## src/design/pllcfg_pkg.sv

```systemverilog
package pllcfg_pkg;
    // Bus address of this slave, sent most significant bit first
    localparam logic [6:0] SLAVE_ADDR = 7'h65;
    // Byte positions within a write transfer (0 is the address byte)
    localparam logic [2:0] POS_DUMMY_LAST = 3'h2;
    localparam logic [2:0] POS_REF_CFG = 3'h3;
    localparam logic [2:0] POS_FB_CFG = 3'h4;
    localparam logic [2:0] POS_SPARE_CFG = 3'h5;
    // Field positions in the reference divider byte
    localparam int REF_BYPASS_BIT = 7;
    localparam int RATIO_EN_BIT = 6;
    localparam int REF_FIELD_MSB = 5;
    // Reset values of the configuration latches
    localparam logic [7:0] REF_CFG_RST = 8'h00;
    localparam logic [7:0] FB_CFG_RST = 8'h00;
    localparam logic [7:0] SPARE_CFG_RST = 8'h00;
    // Divider arithmetic
    localparam logic [9:0] FB_OFFSET = 10'h003;
    localparam logic [6:0] REF_OFFSET = 7'h02;
    localparam logic [6:0] REF_BYPASS_DIV = 7'h01;
    localparam logic [9:0] MULT_PIN_LOW = 10'h010;
    localparam logic [9:0] MULT_PIN_HIGH = 10'h008;
    localparam logic [6:0] MULT_REF_DIV = 7'h01;
    // Bits in a byte
    localparam logic [3:0] BITS_PER_BYTE = 4'h8;

    // Serial engine states, Gray coded along the usual path
    typedef enum logic [2:0] {
        PLLCFG_IDLE = 3'b000,
        PLLCFG_RX = 3'b001,
        PLLCFG_ACK = 3'b011,
        PLLCFG_TX = 3'b010,
        PLLCFG_TXACK = 3'b110,
        PLLCFG_IGNORE = 3'b111
    } pllcfg_state_t;
endpackage

```

## src/design/pllcfg_sync.sv

```systemverilog
// Two-stage synchroniser for one pin
module pllcfg_sync import pllcfg_pkg::*; (
    input wire logic clk,
    input wire logic rst,
    input wire logic pin,
    output logic synced
);
    typedef struct packed {
        logic meta;
        logic stable;
    } pllcfg_sync_t;

    pllcfg_sync_t st_ff;
    pllcfg_sync_t nxt_st;

    // First stage is read only by the second stage
    always_comb begin
        nxt_st.meta = pin;
        nxt_st.stable = st_ff.meta;
    end

    always_ff @(posedge clk or posedge rst) begin
        if (rst) begin
            st_ff <= '0;
        end else begin
            st_ff <= nxt_st;
        end
    end

    assign synced = st_ff.stable;
endmodule // pllcfg_sync

```

## src/design/pllcfg_top.sv

```systemverilog
// Overview of operation
// - Data changes only while clock is low, stable during high phase.
// - Acknowledger pulls data low before rising edge, holds past falling edge.
// - Each segment carries eight data bits then an acknowledge slot.
// - First byte after start is address plus direction, acknowledged by slave.
// - Direction 0 means master writes, direction 1 means master reads.
// - Receiver of each data byte drives an acknowledge.
// - Two dummy bytes follow the address and are not stored.
// - Only three configuration bytes latched, third reserved, extras ignored.
// - Slave answers only to address 1100101, sent MSB first.
// - Byte one: bypass, ratio enable, six-bit ref field; byte two feedback.
// - Ratio enable resets low; when high, programmed dividers set ratio.
// - Feedback division is (field+3)*2; reference division is field+2.
// - Bypass resets low; when high reference division is one.
// - With ratio enable low the multiplier comes from the select pin.
// - Select pin low gives sixteen, high or open gives eight.
// - Output frequency is reference times feedback over reference division.
// - Feedback counter is eight bits, reference counter six bits.
// - Output gate pin low disables the differential output, high enables it.
// - Bus lines are pulled up; parties only pull low or release.
module pllcfg_top import pllcfg_pkg::*; (
    input wire logic clk,
    input wire logic rst,
    input wire logic two_wire_clock_pin,
    input wire logic two_wire_line_in,
    output logic two_wire_line_out,
    output logic two_wire_line_oe,
    input wire logic mult_select_pin,
    input wire logic output_gate_pin,
    output logic [7:0] ref_divider_config,
    output logic [7:0] feedback_divider_config,
    output logic [7:0] spare_config_byte,
    output logic [9:0] loop_fb_division,
    output logic [6:0] loop_ref_division,
    output logic clock_output_enable
);
    ////////////////////////////////////////////////////////////////////////////
    // Pin synchronisers
    logic scl_s;
    logic sda_s;
    logic sel_s;
    logic gate_s;

    pllcfg_sync u_sync_scl (
        .clk(clk),
        .rst(rst),
        .pin(two_wire_clock_pin),
        .synced(scl_s)
    );
    pllcfg_sync u_sync_sda (
        .clk(clk),
        .rst(rst),
        .pin(two_wire_line_in),
        .synced(sda_s)
    );
    pllcfg_sync u_sync_sel (
        .clk(clk),
        .rst(rst),
        .pin(mult_select_pin),
        .synced(sel_s)
    );
    pllcfg_sync u_sync_gate (
        .clk(clk),
        .rst(rst),
        .pin(output_gate_pin),
        .synced(gate_s)
    );

    ////////////////////////////////////////////////////////////////////////////
    // State of the block
    typedef struct packed {
        logic scl_d;
        logic sda_d;
        pllcfg_state_t state;
        logic [3:0] bit_cnt;
        logic [7:0] shift;
        logic [2:0] byte_pos;
        logic read_dir;
        logic ack_seen_fall;
        logic line_oe;
        logic [7:0] ref_cfg;
        logic [7:0] fb_cfg;
        logic [7:0] spare_cfg;
        logic [9:0] fb_div;
        logic [6:0] ref_div;
        logic out_en;
    } pllcfg_top_t;

    pllcfg_top_t st_ff;
    pllcfg_top_t nxt_st;

    logic scl_rise;
    logic scl_fall;
    logic start_cond;
    logic stop_cond;

    // Edges and bus conditions, seen only from the settled copies
    always_comb begin
        scl_rise = scl_s && !st_ff.scl_d;
        scl_fall = !scl_s && st_ff.scl_d;
        start_cond = scl_s && st_ff.scl_d && st_ff.sda_d && !sda_s;
        stop_cond = scl_s && st_ff.scl_d && !st_ff.sda_d && sda_s;
    end

    ////////////////////////////////////////////////////////////////////////////
    // Serial engine and divider logic
    always_comb begin
        nxt_st = st_ff;
        nxt_st.scl_d = scl_s;
        nxt_st.sda_d = sda_s;
        if (start_cond) begin
            // A repeated start restarts address reception
            nxt_st.state = PLLCFG_RX;
            nxt_st.bit_cnt = 4'h0;
            nxt_st.byte_pos = 3'h0;
            nxt_st.line_oe = 1'b0;
        end else if (stop_cond) begin
            nxt_st.state = PLLCFG_IDLE;
            nxt_st.line_oe = 1'b0;
        end else begin
            unique case (st_ff.state)
                PLLCFG_IDLE, PLLCFG_IGNORE: begin
                    nxt_st.line_oe = 1'b0;
                end
                PLLCFG_RX: begin
                    // Sample on rising edge, data is stable while clock high
                    if (scl_rise) begin
                        nxt_st.shift = {st_ff.shift[6:0], sda_s};
                        nxt_st.bit_cnt = st_ff.bit_cnt + 4'h1;
                    end
                    if (scl_fall && st_ff.bit_cnt == BITS_PER_BYTE) begin
                        nxt_st.bit_cnt = 4'h0;
                        if (st_ff.byte_pos == 3'h0) begin
                            if (st_ff.shift[7:1] == SLAVE_ADDR) begin
                                nxt_st.read_dir = st_ff.shift[0];
                                nxt_st.state = PLLCFG_ACK;
                                nxt_st.line_oe = 1'b1;
                            end else begin
                                nxt_st.state = PLLCFG_IGNORE;
                            end
                        end else begin
                            // Dummy bytes are acknowledged but not kept
                            unique case (st_ff.byte_pos)
                                POS_REF_CFG: nxt_st.ref_cfg = st_ff.shift;
                                POS_FB_CFG: nxt_st.fb_cfg = st_ff.shift;
                                POS_SPARE_CFG: nxt_st.spare_cfg = st_ff.shift;
                                default: ;
                            endcase
                            nxt_st.state = PLLCFG_ACK;
                            nxt_st.line_oe = 1'b1;
                        end
                        if (st_ff.byte_pos != POS_SPARE_CFG + 3'h1) begin
                            nxt_st.byte_pos = st_ff.byte_pos + 3'h1;
                        end
                    end
                end
                PLLCFG_ACK: begin
                    // Hold low through the high phase; on the falling edge release on writes, drive the first data bit on reads
                    if (scl_fall) begin
                        nxt_st.line_oe = 1'b0;
                        if (st_ff.read_dir) begin
                            nxt_st.state = PLLCFG_TX;
                            nxt_st.shift = {st_ff.ref_cfg[6:0], 1'b0};
                            nxt_st.bit_cnt = 4'h1;
                            nxt_st.line_oe = !st_ff.ref_cfg[7];
                        end else begin
                            nxt_st.state = PLLCFG_RX;
                        end
                    end
                end
                PLLCFG_TX: begin
                    // Read returns the first configuration byte repeatedly
                    if (scl_fall) begin
                        if (st_ff.bit_cnt == BITS_PER_BYTE) begin
                            nxt_st.line_oe = 1'b0;
                            nxt_st.state = PLLCFG_TXACK;
                        end else begin
                            nxt_st.line_oe = !st_ff.shift[7];
                            nxt_st.shift = {st_ff.shift[6:0], 1'b0};
                            nxt_st.bit_cnt = st_ff.bit_cnt + 4'h1;
                        end
                    end
                end
                PLLCFG_TXACK: begin
                    // Master nack ends reading; ack sends the byte again
                    if (scl_rise) begin
                        nxt_st.ack_seen_fall = !sda_s;
                    end
                    if (scl_fall) begin
                        if (st_ff.ack_seen_fall) begin
                            nxt_st.state = PLLCFG_TX;
                            nxt_st.shift = {st_ff.ref_cfg[6:0], 1'b0};
                            nxt_st.bit_cnt = 4'h1;
                            nxt_st.line_oe = !st_ff.ref_cfg[7];
                        end else begin
                            nxt_st.state = PLLCFG_IGNORE;
                        end
                    end
                end
                default: nxt_st.state = PLLCFG_IDLE;
            endcase
        end

        // Loop ratio selection
        if (st_ff.ref_cfg[RATIO_EN_BIT]) begin
            nxt_st.fb_div = (10'(st_ff.fb_cfg) + FB_OFFSET) << 1;
            if (st_ff.ref_cfg[REF_BYPASS_BIT]) begin
                nxt_st.ref_div = REF_BYPASS_DIV;
            end else begin
                nxt_st.ref_div = 7'(st_ff.ref_cfg[REF_FIELD_MSB:0]) + REF_OFFSET;
            end
        end else begin
            nxt_st.fb_div = sel_s ? MULT_PIN_HIGH : MULT_PIN_LOW;
            nxt_st.ref_div = MULT_REF_DIV;
        end
        nxt_st.out_en = gate_s;
    end

    // Single register for the whole state
    always_ff @(posedge clk or posedge rst) begin
        if (rst) begin
            st_ff <= '{scl_d: 1'b1, sda_d: 1'b1, state: PLLCFG_IDLE, bit_cnt: 4'h0,
                shift: 8'h00, byte_pos: 3'h0, read_dir: 1'b0, ack_seen_fall: 1'b0,
                line_oe: 1'b0, ref_cfg: REF_CFG_RST, fb_cfg: FB_CFG_RST,
                spare_cfg: SPARE_CFG_RST, fb_div: MULT_PIN_HIGH,
                ref_div: MULT_REF_DIV, out_en: 1'b0};
        end else begin
            st_ff <= nxt_st;
        end
    end

    ////////////////////////////////////////////////////////////////////////////
    // Outputs from flip-flops, line value tied low; line driven only low
    assign two_wire_line_out = 1'b0;
    assign two_wire_line_oe = st_ff.line_oe;
    assign ref_divider_config = st_ff.ref_cfg;
    assign feedback_divider_config = st_ff.fb_cfg;
    assign spare_config_byte = st_ff.spare_cfg;
    assign loop_fb_division = st_ff.fb_div;
    assign loop_ref_division = st_ff.ref_div;
    assign clock_output_enable = st_ff.out_en;

    ////////////////////////////////////////////////////////////////////////////
    // Checks
    a_ratio_bypass: assert property (@(posedge clk) disable iff (rst)
        st_ff.ref_cfg[RATIO_EN_BIT] && st_ff.ref_cfg[REF_BYPASS_BIT] |=> loop_ref_division == 7'h01)
        else $error("bypass did not force reference division of one");
    a_fb_formula: assert property (@(posedge clk) disable iff (rst)
        st_ff.ref_cfg[RATIO_EN_BIT] && $stable(st_ff.fb_cfg) |=>
        loop_fb_division == (10'($past(st_ff.fb_cfg)) + 10'h003) * 10'h002)
        else $error("feedback division wrong");
    a_ref_formula: assert property (@(posedge clk) disable iff (rst)
        st_ff.ref_cfg[RATIO_EN_BIT] && !st_ff.ref_cfg[REF_BYPASS_BIT] && $stable(st_ff.ref_cfg)
        |=> loop_ref_division == 7'($past(st_ff.ref_cfg[5:0])) + 7'h02)
        else $error("reference division wrong");
    a_pin_mult: assert property (@(posedge clk) disable iff (rst)
        !st_ff.ref_cfg[RATIO_EN_BIT] && !sel_s |=> loop_fb_division == 10'h010)
        else $error("select pin low did not give sixteen");
    a_gate_follow: assert property (@(posedge clk) disable iff (rst)
        gate_s |=> clock_output_enable)
        else $error("output gate not followed");
    a_nomatch_quiet: assert property (@(posedge clk) disable iff (rst)
        st_ff.state == PLLCFG_IGNORE |-> !two_wire_line_oe)
        else $error("line driven after address mismatch");
    a_ack_hold: assert property (@(posedge clk) disable iff (rst)
        st_ff.state == PLLCFG_ACK && scl_s && !start_cond && !stop_cond |=> two_wire_line_oe)
        else $error("acknowledge released during clock high");
    a_no_change_high: assert property (@(posedge clk) disable iff (rst)
        scl_s && st_ff.scl_d && !start_cond && !stop_cond |=> $stable(two_wire_line_oe))
        else $error("data line changed while clock high");
    // Pin mode: high select gives eight, and the reference division stays one
    a_pin_eight: assert property (@(posedge clk) disable iff (rst)
        !st_ff.ref_cfg[RATIO_EN_BIT] && sel_s |=> loop_fb_division == 10'h008)
        else $error("select pin high did not give eight");
    a_pin_refdiv: assert property (@(posedge clk) disable iff (rst)
        !st_ff.ref_cfg[RATIO_EN_BIT] |=> loop_ref_division == 7'h01)
        else $error("pin mode reference division not one");
    a_gate_off: assert property (@(posedge clk) disable iff (rst)
        !gate_s |=> !clock_output_enable)
        else $error("output gate low did not disable");
    // Bus conditions restart or end the engine wherever it stands
    a_start_rx: assert property (@(posedge clk) disable iff (rst)
        start_cond |=> st_ff.state == PLLCFG_RX && st_ff.bit_cnt == 4'h0 &&
        st_ff.byte_pos == 3'h0)
        else $error("start did not restart address reception");
    a_stop_idle: assert property (@(posedge clk) disable iff (rst)
        stop_cond |=> st_ff.state == PLLCFG_IDLE && !two_wire_line_oe)
        else $error("stop did not return to idle");
    // Address byte: acknowledge on a match, stay silent otherwise
    a_addr_ack: assert property (@(posedge clk) disable iff (rst)
        st_ff.state == PLLCFG_RX && scl_fall && st_ff.bit_cnt == BITS_PER_BYTE &&
        st_ff.byte_pos == 3'h0 && st_ff.shift[7:1] == SLAVE_ADDR
        |=> st_ff.state == PLLCFG_ACK && two_wire_line_oe)
        else $error("matching address not acknowledged");
    a_addr_miss: assert property (@(posedge clk) disable iff (rst)
        st_ff.state == PLLCFG_RX && scl_fall && st_ff.bit_cnt == BITS_PER_BYTE &&
        st_ff.byte_pos == 3'h0 && st_ff.shift[7:1] != SLAVE_ADDR
        |=> st_ff.state == PLLCFG_IGNORE && !two_wire_line_oe)
        else $error("foreign address not ignored");
    a_byte_count: assert property (@(posedge clk) disable iff (rst)
        st_ff.state == PLLCFG_RX |-> st_ff.bit_cnt <= BITS_PER_BYTE)
        else $error("more than eight bits in a byte");
    // Configuration latches: only the three config positions write them
    a_ref_latch: assert property (@(posedge clk) disable iff (rst)
        st_ff.state == PLLCFG_RX && scl_fall && st_ff.bit_cnt == BITS_PER_BYTE &&
        st_ff.byte_pos == POS_REF_CFG |=> ref_divider_config == $past(st_ff.shift))
        else $error("reference byte not latched");
    a_fb_latch: assert property (@(posedge clk) disable iff (rst)
        st_ff.state == PLLCFG_RX && scl_fall && st_ff.bit_cnt == BITS_PER_BYTE &&
        st_ff.byte_pos == POS_FB_CFG |=> feedback_divider_config == $past(st_ff.shift))
        else $error("feedback byte not latched");
    a_dummy_skip: assert property (@(posedge clk) disable iff (rst)
        st_ff.state == PLLCFG_RX && scl_fall && st_ff.bit_cnt == BITS_PER_BYTE &&
        st_ff.byte_pos != 3'h0 && st_ff.byte_pos <= POS_DUMMY_LAST
        |=> $stable(ref_divider_config) && $stable(feedback_divider_config) &&
        $stable(spare_config_byte))
        else $error("dummy byte was stored");
    a_extra_skip: assert property (@(posedge clk) disable iff (rst)
        st_ff.state == PLLCFG_RX && scl_fall && st_ff.bit_cnt == BITS_PER_BYTE &&
        st_ff.byte_pos > POS_SPARE_CFG
        |=> $stable(ref_divider_config) && $stable(feedback_divider_config) &&
        $stable(spare_config_byte))
        else $error("extra byte was stored");
    // Acknowledge slot release on writes, first data bit on reads
    a_ack_release: assert property (@(posedge clk) disable iff (rst)
        st_ff.state == PLLCFG_ACK && scl_fall && !st_ff.read_dir |=> !two_wire_line_oe)
        else $error("acknowledge not released after falling edge");
    a_read_msb: assert property (@(posedge clk) disable iff (rst)
        st_ff.state == PLLCFG_ACK && scl_fall && st_ff.read_dir
        |=> two_wire_line_oe == !ref_divider_config[7])
        else $error("read did not start with the top bit");
    a_nack_ends: assert property (@(posedge clk) disable iff (rst)
        st_ff.state == PLLCFG_TXACK && scl_fall && !st_ff.ack_seen_fall
        |=> st_ff.state == PLLCFG_IGNORE)
        else $error("master nack did not end the read");
endmodule // pllcfg_top

```

## config.mk

```make
export PLATFORM = sky130hd
export DESIGN_NAME = pllcfg_top
export DESIGN_NICKNAME = d
export VERILOG_FILES = /design/src/design/pllcfg_pkg.sv /design/src/design/pllcfg_sync.sv /design/src/design/pllcfg_top.sv
export SDC_FILE = /design/constraint.sdc
export NUM_CORES = 1
export LEC_CHECK = 0
export ABC_AREA = 1
export BUFFER_PORTS_ARGS = -buffer_cell sky130_fd_sc_hd__buf_2
export CORE_MARGIN = 2
export CORE_UTILIZATION = 62
export DETAILED_ROUTE_END_ITERATION = 10
export PLACE_DENSITY = 0.86
export SYNTH_ARGS = -nofsm -noshare
export SYNTH_HDL_FRONTEND = slang
export SYNTH_SLANG_ARGS = --single-unit
export TNS_END_PERCENT = 10
```

## constraint.sdc

```tcl
create_clock -name clk -period 4.33 [get_ports clk]
set_clock_uncertainty 0.1 [all_clocks]
set_input_delay 0.866 -clock clk [delete_from_list [all_inputs] [get_ports clk]]
set_output_delay 0.866 -clock clk [all_outputs]
set_load 0.05 [all_outputs]
```

==> results of run 1 <==
==> registers in the layout, summed over array words and instances (netlist names), 7 cells and up <==
register and count:
feedback_divider_config 8, loop_fb_division 9, loop_ref_division 7, ref_divider_config 8
spare_config_byte 8, st_ff 22
==> layout make-up <==
cell class,count,area share
clock buffers,11,0.0361
clock inverters,5,0.00830
inverters,52,0.0508
multi-input cells,279,0.358
flip-flops and latches,72,0.461
well taps,75,0.0239
repair buffers,48,0.0619
==> synthesized netlist by cell type (all sizes together) <==
| cell type | n | area share |
|---|---|---|
| or2 | 2 | 0.0033 |
| a21oi | 14 | 0.021 |
| ha | 9 | 0.030 |
| buf | 47 | 0.094 |
| o21a | 1 | 0.0020 |
| nand3 | 40 | 0.059 |
| dfstp | 4 | 0.028 |
| o21bai | 1 | 0.0020 |
| nor4 | 2 | 0.0073 |
| nor2 | 47 | 0.057 |
| xor2 | 2 | 0.0047 |
| o21ai | 37 | 0.049 |
| nand4 | 3 | 0.0067 |
| clkbuf | 1 | 0.0010 |
| nand2 | 110 | 0.11 |
| clkinv | 2 | 0.0023 |
| conb | 1 | 0.0010 |
| dfrtp | 68 | 0.45 |
| inv | 50 | 0.051 |
| o22ai | 1 | 0.0017 |
| nor3 | 8 | 0.015 |
==> routing by layer <==
| layer | global-route usage | share of wire | vias up |
|---|---|---|---|
| li1 | - | - | 1406 |
| met1 | 0.291 | 0.42 | 1328 |
| met2 | 0.428 | 0.51 | 93 |
| met3 | 0.0462 | 0.050 | 16 |
| met4 | 0.0983 | 0.018 | 0 |
| met5 | 0 | 0 | - |
==> cell families (layout without fill, tap and decap cells) <==
logic type | after synthesis | in the layout | synth area share
flops | 72 | 72 | 0.480
simple gates | 212 | 212 | 0.261
compound gates | 54 | 54 | 0.0755
buf+inv | 100 | 116 | 0.148
other cells | 1 | 2 | 0.000997
fa+ha+maj | 9 | 9 | 0.0299
xor+xnor | 2 | 2 | 0.00466
==> through the flow <==
stage          total power, mW  cell area [um2]
3_3_place_gp             0.940             3750
6_report                  1.41             3920
2_1_floorplan            0.900             3770
4_1_cts                   1.42             3920
3_5_place_dp             0.953             3750
5_1_grt                   1.48             3920
==> how the worst max path moves through the flow <==
stage,from,endpoint,slack [ns],depth (start not counted)
finish,ref_divider_config[7],ref_divider_config[7],2.24,1
CTS,loop_fb_division[3],loop_fb_division[3],2.23,1
global placement,rst,spare_config_byte[5],2.33,3
detailed placement,rst,spare_config_byte[1],2.27,3
floorplan,rst,clock_output_enable,1.55,1
global route,st_ff[62],st_ff[50],2.19,8
==> power by group through the flow <==
stage | Combinational (mW) | Clock (mW) | Sequential [mW]
finish | 0.183 | 0.473 | 0.758
global route | 0.209 | 0.508 | 0.762
CTS | 0.183 | 0.481 | 0.757
detailed placement | 0.182 | 0 | 0.770
global placement | 0.173 | 0 | 0.767
floorplan | 0.144 | 0 | 0.756
==> worst reg2reg max path, cell delays in order (launching register included) <==
cell,delay [ns]
dfrtp_1,0.42
inv_1,0.10
ha_1,0.19
nand2_1,0.07
nor2_2,0.11
nand2_2,0.11
nor4_4,0.52
o21ai_0,0.21
==> impl_results.md, run 1 <==
* Power share of the clock group at 0.335
* Initial DRC Count at 186
* Overall global routing resource usage at 0.243
* Fin crit period at 2.09 ns
* Reg clk slew, reported paths at 0.07 ns
* Final hold violations at 0
* Worst vdd ir at approximately 0.00023 V
* Clock sink count at 72
* DR vias at roughly 2800
* CP arrival at 1.13 ns
* Sw Pwr at between 400 and 500 uW
* Mean Syn Cell Area at between 8 and 9 um2
* Status: finished, final reports clean
* Multi-input gate area at ~1400 um2
* Hold worst-path end: u_sync_gate.synced
* Cts hold-fix bufs at 0
* Least-Margin Pin Slew at between 0.6 and 0.7 ns
* Antenna violations before repair at 0
* Worst-path maximum fanout at 4
* Sequential Area at around 1800 um2
* GPL Wtd Cong at between 0.9 and 1
* Core area at approximately 5900 um2
* Post-layout nets at 477
* Mapped Area at 3760 um2
* Vias in the first global route at 2738
* Max-cap violations at 0
* Commonest non-fill, non-tap cell in the layout: nand2_1
* PD cells at between 300 and 400 nW/um2
* Initial Utilization at 0.639
* Combinational power share at 0.130
* FILL cells at approximately 510
* Achievable Freq at between 400 and 500 MHz
* Fin worst setup slack at roughly 2.2 ns
* Final Cycle Share at 0.483
* Hold_sp: u_sync_gate.nxt_st[0]
* CP Launch Type: register
* Pin count of the biggest net entering global routing at 52
* Setup_tns at 0 ns
* First-pass GRT wire length at approximately 12000 um
* Number of synthesized register bits at approximately 70
* IO Pins at 50
* Cells after Synth at 450
* Sw Ratio at 0.299
* Antenna Nets Post-Route at 0
* Unrepaired setup endpoints after global routing: no
* Placed Cells at ~530
* Critical Path RT at ~3.4 ns
* CP Cell Sequence: buf_2
* Pre-CTS setup slack at around 2.3 ns
* Register share of total power at 0.536
* Crit path kind: register to primary output
* Int Pwr at 991 uW
* Max transition margin at 0.556
* Diode count at 0
* Area Growth Syn to Fin at 4.19%
* Die area at roughly 6700 um2
* Worst Hold Path Cells at 0
* DP HPWL at 5460 um
* Yosys cell types at 39
* Total CTS buffers at 9
* Type of the most critical hold path: register to register
* Row count at 28
* Delay-heaviest family, CP: flip-flops
* Pins Over Slew Limit at 0
* Total setup buffers inserted after CTS at 0
* CTS tree: done
* Worst path max stage delay at 0.47 ns
* Most frequent cells in the layout: nand2_1, dfrtp_1, buf_2
* Avg Vias per Cell at 5.25
* CP Capture Type: primary output
* Share of cells above drive strength 1 at 0.195
* Setup Viol. Count Final at 0
* Die width at 81.9 um
* Die Span Y at approximately 82 um
* GRT overflow at 0
* Longest Clk Path Bufs at 2
* Crit-path slowest cell: dfrtp_1
* Final Util at 0.666
* # DRC at 0
* Warnings from Yosys at 0
* Layout Cells excl Fill at approximately 540
* Clk_lat worst skew at roughly 0.35 ns
* Crit path buffers/inverters at 1
* PortBufs at between 40 and 50
* R2R cell count at 7
* Wirelength per Cell at ~14 um
* FF-to-FF End: feedback_divider_config[6]
* Post-CTS sizing at 0
* R2r setup slk at roughly 2.4 ns
* Hold WS at approximately 0.25 ns
* Number of detailed-route iterations in the first pass at 5
* Reg2reg start: st_ff[56]
* Lkg Pwr at approximately 2.1 nW
* Final WL at approximately 7400 um
* H-tree depth at 3
* Clk Tree Root Cell: clkbuf_8
* Sequential area share after synthesis at 0.480
(Power assumes the default switching activity.)
==> run 2, diff against run 1 <==
- CORE_UTILIZATION: 62 -> 58
- PLACE_DENSITY: 0.86 -> 0.81
- clock period: 4.33 -> 2 ns (I/O delays scaled with it)
==> impl_results.md, run 2 (synthesis gave the netlist of run 1 again) <==
* Layout Cells excl Fill at 553 (was 542)
* DP HPWL at 5190 um (was 5460 um)
* Die area at 7150 um2 (was 6710 um2)
* DR vias at 2876 (was 2843)
* GPL Wtd Cong at 0.852 (was 0.915)
* Final hold violations at 0 (unchanged)
* Core area at 6310 um2 (was 5890 um2)
* Multi-input gate area at 1410 um2 (was 1400 um2)
* Pwr Total at 3.18 mW (was 1.41 mW)
* Clk Tree Root Cell: clkbuf_8 (unchanged)
* # DRC at 0 (unchanged)
* CP arrival at 1.95 ns (was 1.13 ns)
* FILL cells at 536 (was 507)
* Worst-path maximum fanout at 16 (was 4)
* Sequential Area at 1810 um2 (unchanged)
* Clk_lat worst skew at 0.35 ns (about the same)
* Final Util at 0.642 (was 0.666)
* Total setup buffers inserted after CTS at 0 (unchanged)
* Post-layout nets at 486 (was 477)
* Clock sink count at 72 (unchanged)
* Reg clk slew, reported paths at 0.08 ns (was 0.07 ns)
* Worst vdd ir at 0.000529 V (was 0.000234 V)
* Final WL at 7110 um (was 7360 um)
* Final Cell Area at 4050 um2 (was 3920 um2)
* Max reg flops at 22 (unchanged)
* Pin count of the biggest net entering global routing at 35 (was 52)
* Sw Pwr at 893 uW (was 423 uW)
* First-pass GRT wire length at 12100 um (was 12300 um)
* Total CTS buffers at 9 (unchanged)
* Vias in the first global route at 2721 (was 2738)
* Avg Vias per Cell at 5.20 (was 5.25)
* Area Growth Syn to Fin at 7.75% (was 4.19%)
* Crit path buffers/inverters at 2 (was 1)
* Status: finished, final reports clean (unchanged)
* Placement Cell Area at 3840 um2 (was 3750 um2)
* Die width at 84.5 um (was 81.9 um)
* Int Pwr at 2.29 mW (was 991 uW)
* CTS tree: done (unchanged)
* Overall global routing resource usage at 0.212 (was 0.243)
* H-tree depth at 3 (unchanged)
* PortBufs at 47 (unchanged)
* Row count at 29 (was 28)
* Delay-heaviest family, CP: simple AND/OR/NAND/NOR gates (was flip-flops)
* Achievable Freq at 562 MHz
* Lkg Pwr at 2.16 nW (was 2.10 nW)
* IO Pins at 50 (unchanged)
* Setup Viol. Count Final at 0 (unchanged)
* Longest Clk Path Bufs at 2 (unchanged)
* Sw Ratio at 0.281 (was 0.299)
* Placed Cells at 536 (was 526)
* Critical Path RT at 2.17 ns (was 3.36 ns)
* Die Span Y at 84.5 um (was 81.9 um)
* Combinational power share at 0.127 (was 0.130)
* Most frequent cells in the layout: nand2_1, dfrtp_1, buf_2 (unchanged)
* Final Cycle Share at 0.890
* PD cells at 785 nW/um2 (was 361 nW/um2)
* Diode count at 0 (unchanged)
* Antenna Nets Post-Route at 0 (unchanged)
* Fin worst setup slack at 0.221 ns (was 2.24 ns)
* Number of detailed-route iterations in the first pass at 5 (unchanged)
* Initial DRC Count at 129 (was 186)
* Crit path kind: register to register (was register to primary output)
* Crit-path slowest cell: dfrtp_1 (unchanged)
* Pre-CTS setup slack at 0.197 ns (was 2.27 ns)
* Wirelength per Cell at 12.9 um (was 13.6 um)
* Commonest non-fill, non-tap cell in the layout: nand2_1 (unchanged)
* GRT overflow at 0 (unchanged)
* Setup_tns at 0 ns (unchanged)
* Share of cells above drive strength 1 at 0.206 (was 0.195)
* Fin crit period at ~1.8 ns
* Register share of total power at 0.511 (was 0.536)
* Power share of the clock group at 0.362 (was 0.335)
* Max-cap violations at 0 (unchanged)
* Unrepaired setup endpoints after global routing: no (unchanged)
* Initial Utilization at 0.596 (was 0.639)
* CP Launch Type: register (unchanged)
* Pins Over Slew Limit at 0 (unchanged)
* Hold WS at 0.0508 ns (was 0.246 ns)
* CP Capture Type: register (was primary output)
* CP Cell Sequence: inv_1, ha_1, nand2_1, nor2_2, nand2_2, nor3_4, buf_4, nor2_1, a21oi_1 (was buf_2)
* Type of the most critical hold path: primary input to register (was register to register)
* Top reg by flops: st_ff (unchanged)
* Worst path max stage delay at 0.42 ns (was 0.47 ns)
* Antenna violations before repair at 0 (unchanged)
## run 2: changes by cell type in the layout (fill, tap and decap cells not counted), sizes merged
cell,before,now
bufinv,0,1
clkinvlp,0,1
clkbuf,11,12
clkinv,7,4
dlygate4sd3,0,1
buf,48,56
## run 2: path summary, 6_finish.rpt
kind,startpoint,end,slack (ns),depth (start not counted)
min,output_gate_pin,u_sync_gate.nxt_st[0],0.05,1
max reg2reg,st_ff[56],spare_config_byte[0],0.22,9
min reg2reg,u_sync_gate.nxt_st[0],u_sync_gate.synced,0.25,0
max,st_ff[56],spare_config_byte[0],0.22,9
max in group asynchronous,rst,loop_ref_division[0],0.72,4
min in group asynchronous,rst,u_sync_sel.nxt_st[0],0.51,3
## run 2: cell type report
class,instances,share of cell area
Tap cell,77,0.0238
Clock buffer,12,0.0358
Timing Repair Buffer,57,0.0833
Clock inverter,4,0.0130
Multi-Input combinational cell,279,0.348
Sequential cell,72,0.446
Inverter,52,0.0500
## run 2: timing repair
action,4_1_cts,5_1_grt
hold endpoints to repair,16,0
gates resized for setup,0,2
endpoints found under the setup margin,0,2
hold buffers,1,0
## run 2: power groups by stage
| stage | Combinational (mW) | Sequential (mW) | Clock [mW] |
|---|---|---|---|
| after global placement | 0.395 | 1.65 | 0 |
| after floorplan | 0.312 | 1.64 | 0 |
| after global routing | 0.467 | 1.64 | 1.23 |
| after detailed placement | 0.404 | 1.66 | 0 |
| after CTS | 0.407 | 1.63 | 1.17 |
| final | 0.404 | 1.63 | 1.15 |
## run 2: metal layers
metal	wire length, um	GRT usage
met4	102	0.0779
met2	3580	0.368
met1	3140	0.267
met5	0	0
met3	288	0.0364
==> run 3, diff against run 2 <==
- CORE_UTILIZATION: 58 -> 52
- PLACE_DENSITY: 0.81 -> 0.77
- clock period: 2 -> 1.4 ns (I/O delays scaled with it)
==> impl_results.md, run 3 (synthesis gave the netlist of run 1 again) <==
* GPL Wtd Cong at 0.951 (was 0.852)
* Wirelength per Cell at 13.4 um (was 12.9 um)
* Longest Clk Path Bufs at 2 (unchanged)
* Area Growth Syn to Fin at 25.3% (was 7.75%)
* Reg clk slew, reported paths at 0.08 ns (about the same)
* Antenna Nets Post-Route at 0 (unchanged)
* Total CTS buffers at 9 (unchanged)
* DR vias at 3168 (was 2876)
* Crit path kind: register to register (unchanged)
* Final hold violations at 0 (unchanged)
* Sequential Area at 1820 um2 (was 1810 um2)
* FILL cells at 582 (was 536)
* Fin crit period at 1.70 ns (was 1.78 ns)
* Setup Viol. Count Final at 51 (was 0)
* Lkg Pwr at 2.40 nW (was 2.16 nW)
* Pwr Total at 4.87 mW (was 3.18 mW)
* Final WL at 8320 um (was 7110 um)
* Pin count of the biggest net entering global routing at 73 (was 35)
* Clk Tree Root Cell: clkbuf_8 (unchanged)
* CTS tree: done (unchanged)
* First-pass GRT wire length at 13300 um (was 12100 um)
* Multi-input gate area at 1520 um2 (was 1410 um2)
* Commonest non-fill, non-tap cell in the layout: nand2_1 (unchanged)
* Worst-path maximum fanout at 8 (was 16)
* CP Capture Type: register (unchanged)
* Setup_tns at -8.71 ns (was 0 ns)
* Row count at 31 (was 29)
* Crit path buffers/inverters at 2 (unchanged)
* # DRC at 0 (unchanged)
* GRT overflow at 0 (unchanged)
* Delay-heaviest family, CP: simple AND/OR/NAND/NOR gates (unchanged)
* Final Cycle Share at 1.21 (was 0.890)
* Die area at 7930 um2 (was 7150 um2)
* Clock sink count at 72 (unchanged)
* Overall global routing resource usage at 0.221 (was 0.212)
* Antenna violations before repair at 0 (unchanged)
* Die width at 89.1 um (was 84.5 um)
* Worst vdd ir at 0.000620 V (was 0.000529 V)
* Placement Cell Area at 4190 um2 (was 3840 um2)
* Number of detailed-route iterations in the first pass at 4 (was 5)
* Critical Path RT at 1.54 ns (was 2.17 ns)
* Vias in the first global route at 2970 (was 2721)
* Pre-CTS setup slack at -0.285 ns (was 0.197 ns)
* Diode count at 0 (unchanged)
* H-tree depth at 3 (unchanged)
* Crit-path slowest cell: dfrtp_1 (unchanged)
* Post-layout nets at 533 (was 486)
* CP Cell Sequence: inv_2, ha_4, nand2_2, nor2_4, nand2_4, nor3_4, clkbuf_16, a21oi_1 (was inv_1, ha_1, nand2_1, nor2_2, nand2_2, nor3_4, buf_4, nor2_1, a21oi_1)
* Hold WS at 0.252 ns (was 0.0508 ns)
* Initial Utilization at 0.527 (was 0.596)
* Max-cap violations at 0 (unchanged)
* Fin worst setup slack at -0.296 ns (was 0.221 ns)
* Status: finished with violations (was finished, final reports clean)
* IO Pins at 50 (unchanged)
* Type of the most critical hold path: register to register (was primary input to register)
* Unrepaired setup endpoints after global routing: yes (was no)
* Die Span Y at 89.1 um (was 84.5 um)
* Max reg flops at 22 (unchanged)
* Achievable Freq at 589 MHz (was 562 MHz)
* Failing checks: negative setup slack
* Avg Vias per Cell at 5.09 (was 5.20)
* Core area at 7140 um2 (was 6310 um2)
* Final Cell Area at 4720 um2 (was 4050 um2)
* Clk_lat worst skew at 0.36 ns (was 0.35 ns)
* Top reg by flops: st_ff (unchanged)
* Initial DRC Count at 135 (was 129)
* CP Launch Type: register (unchanged)
* PD cells at 1030 nW/um2 (was 785 nW/um2)
* PortBufs at 47 (unchanged)
* Share of cells above drive strength 1 at 0.335 (was 0.206)
* Pins Over Slew Limit at 0 (unchanged)
* CP arrival at 1.83 ns (was 1.95 ns)
* Worst path max stage delay at 0.39 ns (was 0.42 ns)
* DP HPWL at 5610 um (was 5190 um)
* Most frequent cells in the layout: nand2_1, dfrtp_1, buf_4 (was nand2_1, dfrtp_1, buf_2)
[run 3: cell count changes in the layout (fill, tap and decap cells not counted), moves of 8 or more]
cell / before / now
buf_2: 47 / 27
nand2_2: 2 / 11
dfrtp_2: 0 / 8
nand2_1: 107 / 97
buf_4: 7 / 47
dfrtp_1: 68 / 60
buf_6: 0 / 12
[run 3: timing repair]
action | CTS | global route
setup buffers | 1 | 0
gates resized for setup | 52 | 32
hold buffers | 5 | 0
setup endpoints to repair | 64 | 66
pin swaps | 4 | 4
hold endpoints to repair | 72 | 0
gates cloned | 1 | 1
[run 3: worst reg2reg max path, delay by kind of cell (launching register included)]
| family | cells | cell delay [ns] |
|---|---|---|
| flip-flops | 1 | 0.39 |
| AO/OA/AOI/OAI | 1 | 0.07 |
| adder cells (fa/ha/maj) | 1 | 0.14 |
| AND/OR/NAND/NOR | 4 | 0.57 |
| buffers and inverters | 2 | 0.30 |
[run 3: metal layers]
metal  GRT usage  up-vias  routed length [um]
met2       0.383       99                4290
met5           0        -                   0
met3      0.0536       22                 400
met1       0.256     1521                3390
li1            -     1526                   -
met4       0.107        0                 229
[run 3: final timing paths]
| kind | cells after the start | startpoint | to | slack (ns) |
|---|---|---|---|---|
| setup / recovery | 8 | st_ff[56] | spare_config_byte[7] | -0.30 |
| hold / removal | 0 | u_sync_scl.nxt_st[0] | u_sync_scl.synced | 0.25 |
| setup reg to reg | 8 | st_ff[56] | spare_config_byte[7] | -0.30 |
| hold reg to reg | 0 | u_sync_scl.nxt_st[0] | u_sync_scl.synced | 0.25 |
| max in group asynchronous | 4 | rst | loop_ref_division[0] | 0.41 |
| min in group asynchronous | 4 | rst | loop_fb_division[2] | 0.46 |
[run 3: power by group]
group	switching (mW)	internal, mW	total [mW]
logic	0.479	0.327	0.806
registers	0.116	2.20	2.31
clock network	0.826	0.925	1.75
total	1.42	3.45	4.87
[run 3: layout make-up]
cell class / count / area share
inverter: 52 / 0.0438
clock buffer: 12 / 0.0329
tap: 99 / 0.0263
multi-input combinational: 280 / 0.322
timing repair buffer: 103 / 0.179
clock inverter: 4 / 0.0109
sequential: 72 / 0.385
[run 3: metrics by stage]
step,std cells,utilization
after detailed placement,598,0.587
after global routing,622,0.661
after CTS,621,0.646
after global placement,598,0.587
after floorplan,451,-
final,622,0.661
